File: src/common/icg_consts.vh
`ifndef ICG_CONSTS_VH
`define ICG_CONSTS_VH

// ************************************************************
// register byte addresses
// ************************************************************
`define ICG_ADDR_W          12
`define ICG_OFF_CFG_ONE     12'h000
`define ICG_OFF_CFG_TWO     12'h004
`define ICG_OFF_STATUS      12'h008

// ************************************************************
// field positions and masks
// ************************************************************
`define ICG_CFG1_PHASE_SEL  15
`define ICG_CFG1_SEQ_SEL    14
`define ICG_CFG1_WMASK      16'hdfff
`define ICG_CFG2_WMASK      16'h0fff
`define ICG_CFG1_RESET      16'h0000
`define ICG_CFG2_RESET      16'h0000

// ************************************************************
// fixed division counts, bus clock cycles per half period less one
// ************************************************************
`define ICG_SPIN_HALF       2'h3
`define ICG_REFRESH_HALF    6'h29

`endif

File: src/rtl/icg_clock_gen.v
`timescale 1ns/10ps
`include "icg_consts.vh"

module icg_clock_gen (
  // apb slave, pclk is the base system clock straight from the oscillator
  input  wire        pclk,
  input  wire        presetn,
  input  wire        psel,
  input  wire        penable,
  input  wire        pwrite,
  input  wire [11:0] paddr,
  input  wire [31:0] pwdata,
  output reg  [31:0] prdata,
  output reg         pready,
  output reg         pslverr,
  // external clock pin and phase detect mode
  input  wire        servo_pin_clock,
  input  wire        phase_mode,
  // core and bus clocks
  output reg         bus_clock,
  output reg         core_phase_one,
  output reg         core_phase_two,
  // fixed peripheral clocks
  output reg         diag_shift_clock,
  output reg         spin_capture_clock,
  output reg         analog_refresh_clock,
  // programmable clocks
  output reg         external_output_clock,
  output reg         servo_sequencer_clock,
  output reg         secondary_servo_clock,
  output reg         phase_detect_clock,
  output reg         serial_master_clock,
  output reg         acquisition_sample_clock,
  output reg         shock_sensor_clock,
  output reg         coarse_compare_clock,
  output reg         fine_compare_clock
);

  // ************************************************************
  // helpers
  // ************************************************************
  // high for the first half of a divide-by-(lim+1) cycle
  function high_half;
    input [4:0] cnt;
    input [4:0] lim;
    begin
      high_half = (cnt <= (lim >> 1));
    end
  endfunction

  // last count of a divide-by-(lim+1) cycle
  function at_end;
    input [4:0] cnt;
    input [4:0] lim;
    begin
      at_end = (cnt >= lim);
    end
  endfunction

  // wrapping count step
  function [4:0] step;
    input [4:0] cnt;
    input [4:0] lim;
    begin
      if (cnt >= lim) begin
        step = 5'h00;
      end else begin
        step = cnt + 5'h01;
      end
    end
  endfunction

  // ************************************************************
  // registers
  // ************************************************************
  reg  [15:0] cfg_one_reg;
  reg  [15:0] cfg_two_reg;
  reg         pin_meta_reg;
  reg         pin_sync_reg;
  reg         pin_last_reg;

  wire        pin_rise = pin_sync_reg & ~pin_last_reg;
  wire        bus_tick = bus_clock;
  wire        setup    = psel & ~penable;
  wire        do_write = psel & penable & pready & pwrite & ~pslverr;

  // live clock levels for the status register
  wire [15:0] status_word;

  assign status_word[0]     = bus_clock;
  assign status_word[1]     = core_phase_one;
  assign status_word[2]     = core_phase_two;
  assign status_word[3]     = diag_shift_clock;
  assign status_word[4]     = spin_capture_clock;
  assign status_word[5]     = analog_refresh_clock;
  assign status_word[6]     = external_output_clock;
  assign status_word[7]     = servo_sequencer_clock;
  assign status_word[8]     = secondary_servo_clock;
  assign status_word[9]     = serial_master_clock;
  assign status_word[10]    = acquisition_sample_clock;
  assign status_word[11]    = coarse_compare_clock;
  assign status_word[12]    = phase_detect_clock;
  assign status_word[15:13] = 3'h0;

  always @(posedge pclk or negedge presetn) begin
    if (!presetn) begin
      prdata  <= 32'h0000_0000;
      pready  <= 1'b0;
      pslverr <= 1'b0;
    end else begin
      pready  <= setup;
      pslverr <= 1'b0;
      prdata  <= 32'h0000_0000;
      if (setup) begin
        if (paddr == `ICG_OFF_CFG_ONE) begin
          prdata <= {16'h0000, cfg_one_reg};
        end else if (paddr == `ICG_OFF_CFG_TWO) begin
          prdata <= {16'h0000, cfg_two_reg};
        end else if (paddr == `ICG_OFF_STATUS) begin
          prdata <= {16'h0000, status_word};
        end else begin
          pslverr <= 1'b1;
        end
      end
    end
  end

  always @(posedge pclk or negedge presetn) begin
    if (!presetn) begin
      cfg_one_reg <= `ICG_CFG1_RESET;
      cfg_two_reg <= `ICG_CFG2_RESET;
    end else if (do_write) begin
      if (paddr == `ICG_OFF_CFG_ONE) begin
        cfg_one_reg <= pwdata[15:0] & `ICG_CFG1_WMASK;
      end else if (paddr == `ICG_OFF_CFG_TWO) begin
        cfg_two_reg <= pwdata[15:0] & `ICG_CFG2_WMASK;
      end
    end
  end

  // ************************************************************
  // servo pin synchroniser
  // ************************************************************
  always @(posedge pclk or negedge presetn) begin
    if (!presetn) begin
      pin_meta_reg <= 1'b0;
      pin_sync_reg <= 1'b0;
      pin_last_reg <= 1'b0;
    end else begin
      pin_meta_reg <= servo_pin_clock;
      pin_sync_reg <= pin_meta_reg;
      pin_last_reg <= pin_sync_reg;
    end
  end

  // ************************************************************
  // bus clock and fixed dividers
  // ************************************************************
  reg  [1:0]  spin_cnt_reg;
  reg  [5:0]  refresh_cnt_reg;

  always @(posedge pclk or negedge presetn) begin
    if (!presetn) begin
      bus_clock            <= 1'b0;
      core_phase_one       <= 1'b0;
      core_phase_two       <= 1'b0;
      diag_shift_clock     <= 1'b0;
      spin_capture_clock   <= 1'b0;
      analog_refresh_clock <= 1'b0;
      spin_cnt_reg         <= 2'h0;
      refresh_cnt_reg      <= 6'h00;
    end else begin
      bus_clock      <= ~bus_clock;
      core_phase_one <= ~bus_clock;
      core_phase_two <= bus_clock;
      if (bus_tick) begin
        diag_shift_clock <= ~diag_shift_clock;
        if (spin_cnt_reg == `ICG_SPIN_HALF) begin
          spin_cnt_reg       <= 2'h0;
          spin_capture_clock <= ~spin_capture_clock;
        end else begin
          spin_cnt_reg <= spin_cnt_reg + 2'h1;
        end
        if (refresh_cnt_reg == `ICG_REFRESH_HALF) begin
          refresh_cnt_reg      <= 6'h00;
          analog_refresh_clock <= ~analog_refresh_clock;
        end else begin
          refresh_cnt_reg <= refresh_cnt_reg + 6'h01;
        end
      end
    end
  end

  // ************************************************************
  // programmable dividers
  // ************************************************************
  reg  [4:0]  ext_cnt_reg;
  reg  [4:0]  ext_lim_reg;
  reg  [4:0]  seq_cnt_reg;
  reg  [4:0]  seq_lim_reg;
  reg         seq_sel_reg;
  reg  [4:0]  sec_cnt_reg;
  reg  [4:0]  sec_lim_reg;
  reg  [4:0]  ser_cnt_reg;
  reg  [4:0]  ser_lim_reg;
  reg  [4:0]  acq_cnt_reg;
  reg  [4:0]  acq_lim_reg;
  reg  [2:0]  pw_cnt_reg;
  reg  [2:0]  pw_lim_reg;

  // selected sequencer source tick
  wire        seq_src  = seq_sel_reg ? pin_rise : 1'b1;
  wire        seq_tick = seq_src & at_end(seq_cnt_reg, seq_lim_reg);
  wire        acq_end  = bus_tick & at_end(acq_cnt_reg, acq_lim_reg);
  wire        ext_end  = at_end(ext_cnt_reg, ext_lim_reg);
  wire        sec_end  = at_end(sec_cnt_reg, sec_lim_reg);
  wire        ser_end  = at_end(ser_cnt_reg, ser_lim_reg);

  // next counts of the programmable dividers
  wire [4:0]  ext_cnt_next = step(ext_cnt_reg, ext_lim_reg);
  wire [4:0]  seq_cnt_next = step(seq_cnt_reg, seq_lim_reg);
  wire [4:0]  sec_cnt_next = step(sec_cnt_reg, sec_lim_reg);
  wire [4:0]  ser_cnt_next = step(ser_cnt_reg, ser_lim_reg);
  wire [4:0]  acq_cnt_next = step(acq_cnt_reg, acq_lim_reg);

  always @(posedge pclk or negedge presetn) begin
    if (!presetn) begin
      ext_cnt_reg <= 5'h00;
      ext_lim_reg <= 5'h00;
      external_output_clock <= 1'b0;
    end else begin
      ext_cnt_reg <= ext_cnt_next;
      if (ext_end) begin
        ext_lim_reg <= cfg_one_reg[12:8];
      end
      external_output_clock <= high_half(ext_cnt_next, ext_lim_reg);
    end
  end

  always @(posedge pclk or negedge presetn) begin
    if (!presetn) begin
      seq_cnt_reg           <= 5'h00;
      seq_lim_reg           <= 5'h00;
      seq_sel_reg           <= 1'b0;
      servo_sequencer_clock <= 1'b0;
    end else begin
      if (seq_src) begin
        seq_cnt_reg           <= seq_cnt_next;
        servo_sequencer_clock <= high_half(seq_cnt_next, seq_lim_reg);
      end
      if (seq_tick) begin
        seq_lim_reg <= {1'b0, cfg_one_reg[3:0]};
        seq_sel_reg <= cfg_one_reg[`ICG_CFG1_SEQ_SEL];
      end
    end
  end

  // secondary divider steps once per sequencer period
  always @(posedge pclk or negedge presetn) begin
    if (!presetn) begin
      sec_cnt_reg           <= 5'h00;
      sec_lim_reg           <= 5'h00;
      secondary_servo_clock <= 1'b0;
    end else if (seq_tick) begin
      sec_cnt_reg           <= sec_cnt_next;
      secondary_servo_clock <= high_half(sec_cnt_next, sec_lim_reg);
      if (sec_end) begin
        sec_lim_reg <= {1'b0, cfg_one_reg[7:4]};
      end
    end
  end

  always @(posedge pclk or negedge presetn) begin
    if (!presetn) begin
      phase_detect_clock <= 1'b0;
    end else if (phase_mode) begin
      phase_detect_clock <= cfg_one_reg[`ICG_CFG1_PHASE_SEL] ? pin_sync_reg : 1'b1;
    end else begin
      phase_detect_clock <= 1'b0;
    end
  end

  always @(posedge pclk or negedge presetn) begin
    if (!presetn) begin
      ser_cnt_reg         <= 5'h00;
      ser_lim_reg         <= 5'h00;
      serial_master_clock <= 1'b0;
    end else begin
      if (bus_tick) begin
        ser_cnt_reg <= ser_cnt_next;
        if (ser_end) begin
          ser_lim_reg <= {1'b0, cfg_two_reg[11:8]};
        end
      end
      // divide by one runs at the bus clock rate itself
      if (ser_lim_reg == 5'h00) begin
        serial_master_clock <= ~bus_clock;
      end else if (bus_tick) begin
        serial_master_clock <= high_half(ser_cnt_next, ser_lim_reg);
      end
    end
  end

  always @(posedge pclk or negedge presetn) begin
    if (!presetn) begin
      acq_cnt_reg <= 5'h00;
      acq_lim_reg <= 5'h00;
      pw_cnt_reg  <= 3'h0;
      pw_lim_reg  <= 3'h0;
      acquisition_sample_clock <= 1'b0;
      shock_sensor_clock       <= 1'b0;
      coarse_compare_clock     <= 1'b0;
      fine_compare_clock       <= 1'b0;
    end else if (bus_tick) begin
      acq_cnt_reg <= acq_cnt_next;
      if (acq_end) begin
        acq_lim_reg <= cfg_two_reg[4:0];
        acquisition_sample_clock <= ~acquisition_sample_clock;
        shock_sensor_clock       <= ~acquisition_sample_clock;
      end
      // compare pulse opens on the acquisition rising edge
      if (acq_end & ~acquisition_sample_clock) begin
        pw_cnt_reg <= 3'h0;
        pw_lim_reg <= cfg_two_reg[7:5];
        coarse_compare_clock <= 1'b1;
        fine_compare_clock   <= 1'b1;
      end else if (coarse_compare_clock) begin
        if (pw_cnt_reg >= pw_lim_reg) begin
          coarse_compare_clock <= 1'b0;
          fine_compare_clock   <= 1'b0;
        end else begin
          pw_cnt_reg <= pw_cnt_reg + 3'h1;
        end
      end
    end
  end

endmodule // icg_clock_gen

File: config.mk
export PLATFORM = sky130hd
export DESIGN_NAME = icg_clock_gen
export DESIGN_NICKNAME = d
export VERILOG_FILES = /design/src/rtl/icg_clock_gen.v
export VERILOG_INCLUDE_DIRS = /design/src /design/src/common
export SDC_FILE = /design/constraint.sdc
export NUM_CORES = 1
export LEC_CHECK = 0
export BUFFER_PORTS_ARGS = -buffer_cell sky130_fd_sc_hd__buf_4
export CAP_MARGIN = 20
export CELL_PAD_IN_SITES_DETAIL_PLACEMENT = 1
export CELL_PAD_IN_SITES_GLOBAL_PLACEMENT = 1
export CORE_UTILIZATION = 30
export CTS_CLUSTER_DIAMETER = 60
export DETAILED_ROUTE_END_ITERATION = 7
export PLACE_DENSITY = 0.58
export SYNTH_ARGS = -nofsm -noshare
export SYNTH_HDL_FRONTEND = slang
export SYNTH_SLANG_ARGS = --single-unit
File: constraint.sdc
create_clock -name pclk -period 3.7 [get_ports pclk]
set_clock_uncertainty 0.2 [all_clocks]
set_input_delay 1.11 -clock pclk [delete_from_list [all_inputs] [get_ports pclk]]
set_output_delay 1.11 -clock pclk [all_outputs]
set_load 0.005 [all_outputs]
==> flow_metrics.tcl, run 1 <==
set metrics [dict create \
    status "finished, final reports clean" \
    worstHoldPathCells 0 \
    min_from "pin_meta_reg$_DFF_PN0_" \
    p_per_area_nw_per_um2 421 \
    path_class "input pin to flip-flop" \
    tns_ns 0 \
    insertion_delay_ns 0.42 \
    core_area_sq_um 20400 \
    ys.flop_type "dfrtp_1" \
    wl_met3_microns 476 \
    hp-class "flip-flop to flip-flop" \
    cts_made_buffers 17 \
    io_pins 100 \
    cp.required_ns 3.80 \
    initial_utilization_pct 30.8 \
    cp_max_fo 15 \
    grt_pass1_wl_microns 25600 \
    area_delta_synth_final_pct 22.3 \
    first_pass_iters 4 \
    portBuffers 65 \
    syn_area_sq_um 6260 \
    post-route-period-util_pct 79.5 \
    cts_resized 0 \
    reg2reg_slack_ns 0.79 \
    diodes 0 \
    syn_avg_cell_area_sq_um 11.1 \
    grt_pass1_vias 4919 \
    nNetsFinal 736 \
    wl_per_cell_microns 16.4 \
    viasPerCell 4.86 \
    arrival_ns 3.04 \
    dpl.cell_count 889 \
    drt_iter0_drc 145 \
    finalNonFillerCells 921 \
    slew_violations 0 \
    cts-root-buf "clkbuf_16" \
    crit_path_start_kind "input pin" \
    preCtsSetupSlack_ns 0.318 \
    nFillCells 2253 \
    cts_tree "built" \
    dieArea_sq_um 21500 \
    finalSetupViolCount 0 \
    finalCriticalPeriod_ns 2.94 \
    layout-drive-gt1-share_pct 26.0 \
    postCtsSetupRepairBufs 0 \
    rsz0062_at_grt "false" \
    wl_microns 15100 \
    slew_headroom_pct 53.4 \
    async_reset_ff_share_pct 100 \
    wl_met2_microns 7670 \
    grt_start_max_net_pins 44 \
    setup_ws_ns 0.757 \
    worstMarginPinSlew_ns 0.682 \
    ant_nets 0 \
    p_leak_nw 3.58 \
    dpl.hpwl_microns 10900 \
    ys_seq_area_share_pct 48.7 \
    synthCells 563 \
    place_congestion 0.813 \
    fin_util_pct 37.6 \
    route.detailed.drc 0 \
    clk_pin_slew_ns 0.06 \
    htree_levels 4 \
    met1_length_microns 6720 \
    clk_path_buf_depth 2 \
    r2r_cells 13 \
    synthDistinctLibCells 55 \
    peakVddDrop_v 0.000244 \
    die_y_microns 147 \
    vias 4473 \
    num_rows 52 \
    grt_usage_pct 15.4 \
    rr_endpoint "external_output_clock$_DFF_PN0_" \
    r2r_start "ext_cnt_reg[0]$_DFF_PN0_" \
    die_w_microns 147 \
    hold_viol 0 \
    top_layer "met4" \
    max_clock_freq_mhz 340 \
    ys_seq_elements 122 \
    cap_violations 0 \
    synth_warnings 0 \
    hold_end "pin_sync_reg$_DFF_PN0_" \
    synth_edf_count 0 \
    overflow 0 \
    cts_hold_buf 0 \
    clock-sinks 122 \
    cp-end-kind "flip-flop" \
    grt_antenna_before_repair 0 \
]
-- through the flow --
step / hold WS (ns) / instance area [sq um] / total power (W)
finish: 0.152 / 7660 / 0.00323
CTS: 0.159 / 7660 / 0.00327
global route: 0.163 / 7660 / 0.00334
detailed placement: 0.146 / 7030 / 0.00146
global placement: 0.136 / 7030 / 0.00146
floorplan: 0.131 / 6320 / 0.00140
-- cell usage in the layout, fill, tap and decap left out, types with 2 or more instances in the layout --
master      count
clkinv_2        2
nor2_1         33
o311ai_0        2
clkinvlp_4      5
clkbuf_8        3
a21boi_0        2
nand3_1        16
o21a_1          2
nand2b_1       25
conb_1         17
inv_1          41
mux2i_1         3
a2111oi_0      10
and3_1          2
xnor2_1         7
a21oi_1        21
mux2_4         10
nand3b_1        2
ha_1           47
buf_4          72
o21ai_0        24
mux2_2         46
o22ai_1         5
and2_1          2
nor2b_1        15
bufinv_16       4
a21o_1          8
nand4_1         9
clkbuf_16      17
nor3_1          6
buf_12          2
o31ai_1         3
dfrtp_1       122
nor3b_1         3
a31oi_1         5
xor2_1          5
nor4_1          2
o2bb2ai_1       4
nand2_1        28
-- report_power, final --
group | switching [W] | internal, W | leakage (nW)
clock network | 0.000613 | 0.00118 | 0.297
logic | 0.0000570 | 0.0000375 | 1.62
registers | 0.00000359 | 0.00134 | 1.66
-- cells by family after synthesis --
group,Yosys count,share of synthesized area [%]
other,1,0.0599
adders and majority gates,47,9.39
muxes,59,11.1
AOI/OAI and AO/OA,94,9.73
and+or+nand+nor,152,13.3
DFF,122,48.7
buffers and inverters,76,5.97
xor gates and xnor gates,12,1.68
-- worst max-delay path, cell delays in order --
cell,delay (ns)
buf_4,0.11
nor4_2,0.42
nand4b_2,0.25
or2_4,0.38
nor3_4,0.22
buf_12,0.20
mux2_2,0.34
-- routing by layer --
metal	GRT usage, %	up-vias
li1	-	2099
met1	18.9	2266
met2	26.6	88
met3	3.31	20
met4	5.52	0
met5	0	-
-- final cells by class --
cell class / count / area (sq um) / area share, %
clock inverter: 11 / 168 / 2.19
tap: 270 / 338 / 4.41
clock buffer: 21 / 470 / 6.14
multi-input combinational: 381 / 2900 / 37.8
timing repair buffer: 74 / 581 / 7.57
sequential: 122 / 3050 / 39.8
inverter: 42 / 158 / 2.06
-- worst max path at each step --
stage,start,slack [ns],end
3_3_place_gp,paddr[9],0.38,cfg_one_reg[1]$_DFFE_PN0P_
5_1_grt,ext_cnt_reg[0]$_DFF_PN0_,0.51,external_output_clock$_DFF_PN0_
6_report,paddr[9],0.76,cfg_one_reg[4]$_DFFE_PN0P_
4_1_cts,ext_cnt_reg[0]$_DFF_PN0_,0.74,external_output_clock$_DFF_PN0_
3_5_place_dp,paddr[9],0.32,cfg_one_reg[4]$_DFFE_PN0P_
2_1_floorplan,paddr[9],0.67,cfg_one_reg[10]$_DFFE_PN0P_
-- cell usage after synthesis (6+ instances only) --
cell         n  share of area [%]
mux2_2      46                8.3
clkbuf_1    11               0.66
a21o_1       8               0.96
o21ai_0     24                1.9
inv_1       41                2.5
dfrtp_1    122                 49
nor3_1       6               0.48
nand3_1     16                1.3
nand2_1     28                1.7
buf_4       19                2.3
mux2_4      10                2.4
nand4_1      9               0.90
a2111oi_0   10                1.4
ha_1        47                9.4
nor2_1      33                2.0
nor2b_1     15                1.5
xnor2_1      7               0.98
nand2b_1    25                2.5
a21oi_1     21                1.7
Power figures use the tool's default switching activity.
==> inputs of run 2 (changes only) <==
==> constraint.sdc (replaced) <==
create_clock -name pclk -period 2.9 [get_ports pclk]
set_clock_uncertainty 0.2 [all_clocks]
set_input_delay 0.87 -clock pclk [delete_from_list [all_inputs] [get_ports pclk]]
set_output_delay 0.87 -clock pclk [all_outputs]
set_load 0.005 [all_outputs]
==> run 2 against run 1 <==
Against the previous run: clock power is 8% higher; count of clock-buffer cells in the layout is 4 lower; combinational power is 30% higher; highest routed layer unchanged.
==> flow_metrics.tcl, run 2 (synthesized netlist as in run 1, its figures left out) <==
set metrics [dict create \
    status "finished, final reports clean" \
    worstPathCellList "inv_1 > ha_1 > nand2b_1 > a21oi_1 > o21ai_0 > a21o_2 > nor2_2 > ha_1 > nor2b_1 > o21ai_0 > nand2b_1 > a21oi_1 > o22a_1" \
    grt_start_max_net_pins 48 \
    diodes 0 \
    dpl.cell_count 901 \
    hold_viol 0 \
    max_clock_freq_mhz 365 \
    drt_iter0_drc 179 \
    hp-class "flip-flop to flip-flop" \
    arrival_ns 2.88 \
    initial_utilization_pct 30.8 \
    first_pass_iters 4 \
    worstMarginPinSlew_ns 0.703 \
    core_area_sq_um 20400 \
    slew_headroom_pct 52.0 \
    cp.required_ns 3.05 \
    path_class "flip-flop to flip-flop" \
    vias 4452 \
    whs_ns 0.170 \
    layout-drive-gt1-share_pct 28.3 \
    cp_top_family "compound AO/OA/AOI/OAI gates" \
    num_rows 52 \
    die_w_microns 147 \
    wl_per_cell_microns 16.1 \
    peakVddDrop_v 0.000384 \
    cts_hold_buf 0 \
    p_total_w 0.00376 \
    fin_util_pct 37.8 \
    viasPerCell 4.76 \
    slowest_stage "dfrtp_1" \
    nNetsFinal 750 \
    clock-sinks 122 \
    dieArea_sq_um 21500 \
    cts_made_buffers 17 \
    clk_path_buf_depth 2 \
    overflow 0 \
    slew_violations 0 \
    crit_path_start_kind "flip-flop" \
    finalNonFillerCells 935 \
    insertion_delay_ns 0.42 \
    layout_common_cells "dfrtp_1 (122), buf_4 (86), ha_1 (47)" \
    place_congestion 0.783 \
    cp-end-kind "flip-flop" \
    grt_pass1_vias 4966 \
    route.detailed.drc 0 \
    portBuffers 65 \
    cp.buffers_inverters 1 \
    cts_tree "built" \
    p_per_area_nw_per_um2 490 \
    finalCriticalPeriod_ns 2.74 \
    cap_violations 0 \
    htree_levels 4 \
    post-route-period-util_pct 94.4 \
    ant_nets 0 \
    finalSetupViolCount 0 \
    p_leak_nw 3.61 \
    cts-root-buf "clkbuf_16" \
    grt_antenna_before_repair 0 \
    final_common_cell "dfrtp_1" \
    area_delta_synth_final_pct 22.7 \
    grt_usage_pct 15.3 \
    clk_pin_slew_ns 0.06 \
    wl_microns 15100 \
    grt_pass1_wl_microns 25600 \
    io_pins 100 \
    dpl.hpwl_microns 11100 \
    cpPeakStageDelay_ns 0.40 \
    cp_max_fo 7 \
    die_y_microns 147 \
]
run 2: cell types whose count changed in the layout (fill, tap and decap cells not counted), moves of 3 or more:
cell,delta
bufinv_16,-4
clkinv_4,+3
clkbuf_8,-3
inv_6,+5
buf_4,+14
run 2: routing by layer:
metal / share of wire, % / vias up / global-route usage, %
met2: 49 / 74 / 25.2
li1: - / 2137 / -
met3: 2.9 / 15 / 3.59
met1: 46 / 2226 / 19.7
met4: 1.5 / 0 / 5.36
met5: 0 / - / 0
run 2: metrics by stage:
step | worst slack [ns] | TNS (ns) | area [sq um]
floorplan | 0.108 | 0 | 6320
global placement | 0.00357 | 0 | 7120
detailed placement | -0.0188 | -0.131 | 7120
CTS | 0.0600 | 0 | 7660
global route | -0.000471 | -0.000471 | 7690
finish | 0.161 | 0 | 7690
run 2: report_power, final:
group | internal (W) | switching [W]
Sequential | 0.00171 | 0.00000465
Clock | 0.00110 | 0.000827
Combinational | 0.0000492 | 0.0000741
run 2: repair_timing:
item,4_1_cts,5_1_grt
endpoints found under the hold margin,0,0
setup buffers,0,2
setup endpoints to repair,0,3
gates resized for setup,0,4
run 2: worst paths after layout:
kind | slack [ns] | depth (start not counted) | startpoint | end
setup / recovery | 0.16 | 13 | ext_cnt_reg[0]$_DFF_PN0_ | external_output_clock$_DFF_PN0_
setup reg to reg | 0.16 | 13 | ext_cnt_reg[0]$_DFF_PN0_ | external_output_clock$_DFF_PN0_
hold / removal | 0.17 | 0 | pin_meta_reg$_DFF_PN0_ | pin_sync_reg$_DFF_PN0_
max in group asynchronous | 1.57 | 2 | presetn | refresh_cnt_reg[2]$_DFFE_PN0P_
hold reg to reg | 0.17 | 0 | pin_meta_reg$_DFF_PN0_ | pin_sync_reg$_DFF_PN0_
min in group asynchronous | 0.24 | 1 | presetn | prdata[12]$_DFF_PN0_
run 2: layout make-up:
type                    instances  area, sq um
well taps                     270          338
repair buffers                 88          686
flip-flops and latches        122         3050
clock buffers                  17          425
inverters                      42          158
multi-input cells             381         2910
clock inverters                15          118
fillers                      2234        12700
run 2: worst reg2reg max path, stage by stage, from the launching register on:
cell      delay (ns)
dfrtp_1         0.40
inv_1           0.08
ha_1            0.28
nand2b_1        0.14
a21oi_1         0.15
o21ai_0         0.10
a21o_2          0.27
nor2_2          0.12
ha_1            0.25
nor2b_1         0.13
o21ai_0         0.16
nand2b_1        0.08
a21oi_1         0.14
o22a_1          0.16
==> inputs of run 3 (changes only) <==
--- a/config.mk
+++ b/config.mk
@@ -6,7 +6,7 @@
 export SDC_FILE = /design/constraint.sdc
 export NUM_CORES = 1
 export LEC_CHECK = 0
-export BUFFER_PORTS_ARGS = -buffer_cell sky130_fd_sc_hd__buf_4
+export BUFFER_PORTS_ARGS = -buffer_cell sky130_fd_sc_hd__buf_2
 export CAP_MARGIN = 20
 export CELL_PAD_IN_SITES_DETAIL_PLACEMENT = 1
 export CELL_PAD_IN_SITES_GLOBAL_PLACEMENT = 1
==> run 3 against run 2 <==
Against the previous run: combinational power is 9.8% lower; critical path depth unchanged; die area did not move; non-clock buffer count increased by 1; sequential cell count is the same; count of clock-buffer cells in the layout up 2; cell area is 0.68% lower; sequential power about the same; first-iteration DRC count decreased by 15%; utilization fell by 0.26 points; via count grew 0.58%; largest cell class unchanged; routed wire length fell by 1.7%.
==> flow_metrics.tcl, run 3 (synthesized netlist as in run 1, its figures left out) <==
set metrics [dict create \
    status "finished, final reports clean" \
    switching_share_pct 21.4 \
    tns_ns 0 \
    fin_area_sq_um 7640 \
    cp_max_fo 6 \
    io_pins 100 \
    path_class "flip-flop to flip-flop" \
    cts_hold_buf 0 \
    p_leak_nw 3.63 \
    cp-end-kind "flip-flop" \
    final_common_cell "dfrtp_1" \
    die_w_microns 147 \
    p_int_w 0.00324 \
    grt_pass1_wl_microns 25300 \
    slowest_stage "dfrtp_1" \
    clock-sinks 122 \
    vias 4478 \
    post-route-period-util_pct 94.4 \
    clk_path_buf_depth 2 \
    cp.required_ns 3.05 \
    grt_pass1_vias 4982 \
    cts-root-buf "clkbuf_16" \
    slew_violations 0 \
    p_total_w 0.00412 \
    dpl.hpwl_microns 10900 \
    hp-class "flip-flop to flip-flop" \
    slew_headroom_pct 54.6 \
    crit_path_start_kind "flip-flop" \
    grt_start_max_net_pins 73 \
    viasPerCell 4.78 \
    wl_per_cell_microns 15.8 \
    power_switching_w 0.000881 \
    max_clock_freq_mhz 365 \
    p_per_area_nw_per_um2 539 \
    worstPathCellList "inv_1 > ha_1 > nand2b_1 > a21oi_1 > o21ai_0 > a21o_2 > nor2_1 > ha_1 > nor2b_1 > o21ai_0 > nand2b_1 > a21oi_1 > o22a_1" \
    die_y_microns 147 \
    nNetsFinal 751 \
    first_pass_iters 4 \
    peakVddDrop_v 0.000352 \
    core_area_sq_um 20400 \
    cap_violations 0 \
    layout-drive-gt1-share_pct 27.9 \
    drt_iter0_drc 153 \
    cts_tree "built" \
    grt_usage_pct 15.0 \
    wl_microns 14800 \
    insertion_delay_ns 0.42 \
    arrival_ns 2.89 \
    dieArea_sq_um 21500 \
    cpPeakStageDelay_ns 0.37 \
    area_delta_synth_final_pct 21.9 \
    grt_antenna_before_repair 0 \
    ant_nets 0 \
    place_congestion 0.785 \
    initial_utilization_pct 30.8 \
    route.detailed.drc 0 \
    portBuffers 65 \
    overflow 0 \
    hold_viol 0 \
    combPwrFrac_pct 2.7 \
    cts_made_buffers 17 \
    worstMarginPinSlew_ns 0.663 \
    finalSetupViolCount 0 \
    num_rows 52 \
    rsz0062_at_grt "false" \
    fin_util_pct 37.5 \
    diodes 0 \
    p_clk_share_pct 55.7 \
    finalCriticalPeriod_ns 2.74 \
    seq_power_share_pct 41.6 \
    placed_area_sq_um 6980 \
    layout_common_cells "dfrtp_1 (122), buf_2 (64), ha_1 (47)" \
    clk_pin_slew_ns 0.06 \
    htree_levels 4 \
]
run 3: layer usage:
layer  GRT usage (%)  part of all wire [%]  vias to the layer above
li1                -                     -                     2133
met5               0                     0                        -
met2            25.9                    51                       71
met1            18.3                    45                     2262
met4            5.10                   1.3                        0
met3            3.34                   3.1                       12
run 3: path summary, 6_finish.rpt:
path | start | to | slack [ns] | depth (start not counted)
max in group asynchronous | presetn | acq_lim_reg[3]$_DFFE_PN0P_ | 1.89 | 2
setup / recovery | ext_cnt_reg[0]$_DFF_PN0_ | external_output_clock$_DFF_PN0_ | 0.16 | 13
hold reg to reg | pin_meta_reg$_DFF_PN0_ | pin_sync_reg$_DFF_PN0_ | 0.15 | 0
min in group asynchronous | presetn | ext_cnt_reg[2]$_DFF_PN0_ | 0.24 | 2
hold / removal | pin_meta_reg$_DFF_PN0_ | pin_sync_reg$_DFF_PN0_ | 0.15 | 0
setup reg to reg | ext_cnt_reg[0]$_DFF_PN0_ | external_output_clock$_DFF_PN0_ | 0.16 | 13
run 3: metrics by stage:
| step | cells | hold slack [ns] | setup WS [ns] |
|---|---|---|---|
| after floorplan | 579 | 0.131 | 0.108 |
| after global placement | 903 | 0.137 | -0.0552 |
| after detailed placement | 903 | 0.137 | -0.0745 |
| after CTS | 935 | 0.151 | 0.105 |
| after global routing | 936 | 0.157 | 0.00278 |
| final | 936 | 0.147 | 0.163 |
run 3: power by group through the flow:
stage	Combinational, W	Clock (W)	Sequential (W)
detailed placement	0.000115	0	0.00174
finish	0.000111	0.00229	0.00171
global placement	0.000113	0	0.00174
global route	0.000126	0.00242	0.00171
CTS	0.000115	0.00235	0.00171
floorplan	0.0000439	0	0.00174
run 3: final cells by class:
class                      count  area (sq um)
timing repair buffer          89           546
inverter                      42           158
clock inverter                13           191
tap                          270           338
sequential                   122          3050
fill                        2248         12700
clock buffer                  19           453
multi-input combinational    381          2900
run 3: worst max-delay path: cells and delay by family (launching register included):
| kind | cells | cell delay (ns) |
|---|---|---|
| fa+ha+maj | 2 | 0.53 |
| simple gates | 4 | 0.47 |
| buf+inv | 1 | 0.07 |
| compound gates | 6 | 1.04 |
| flops | 1 | 0.37 |
run 3: what timing repair did:
item | in CTS | in global routing
setup buffers | 0 | 1
resized for setup | 0 | 1
setup endpoints to repair | 0 | 1
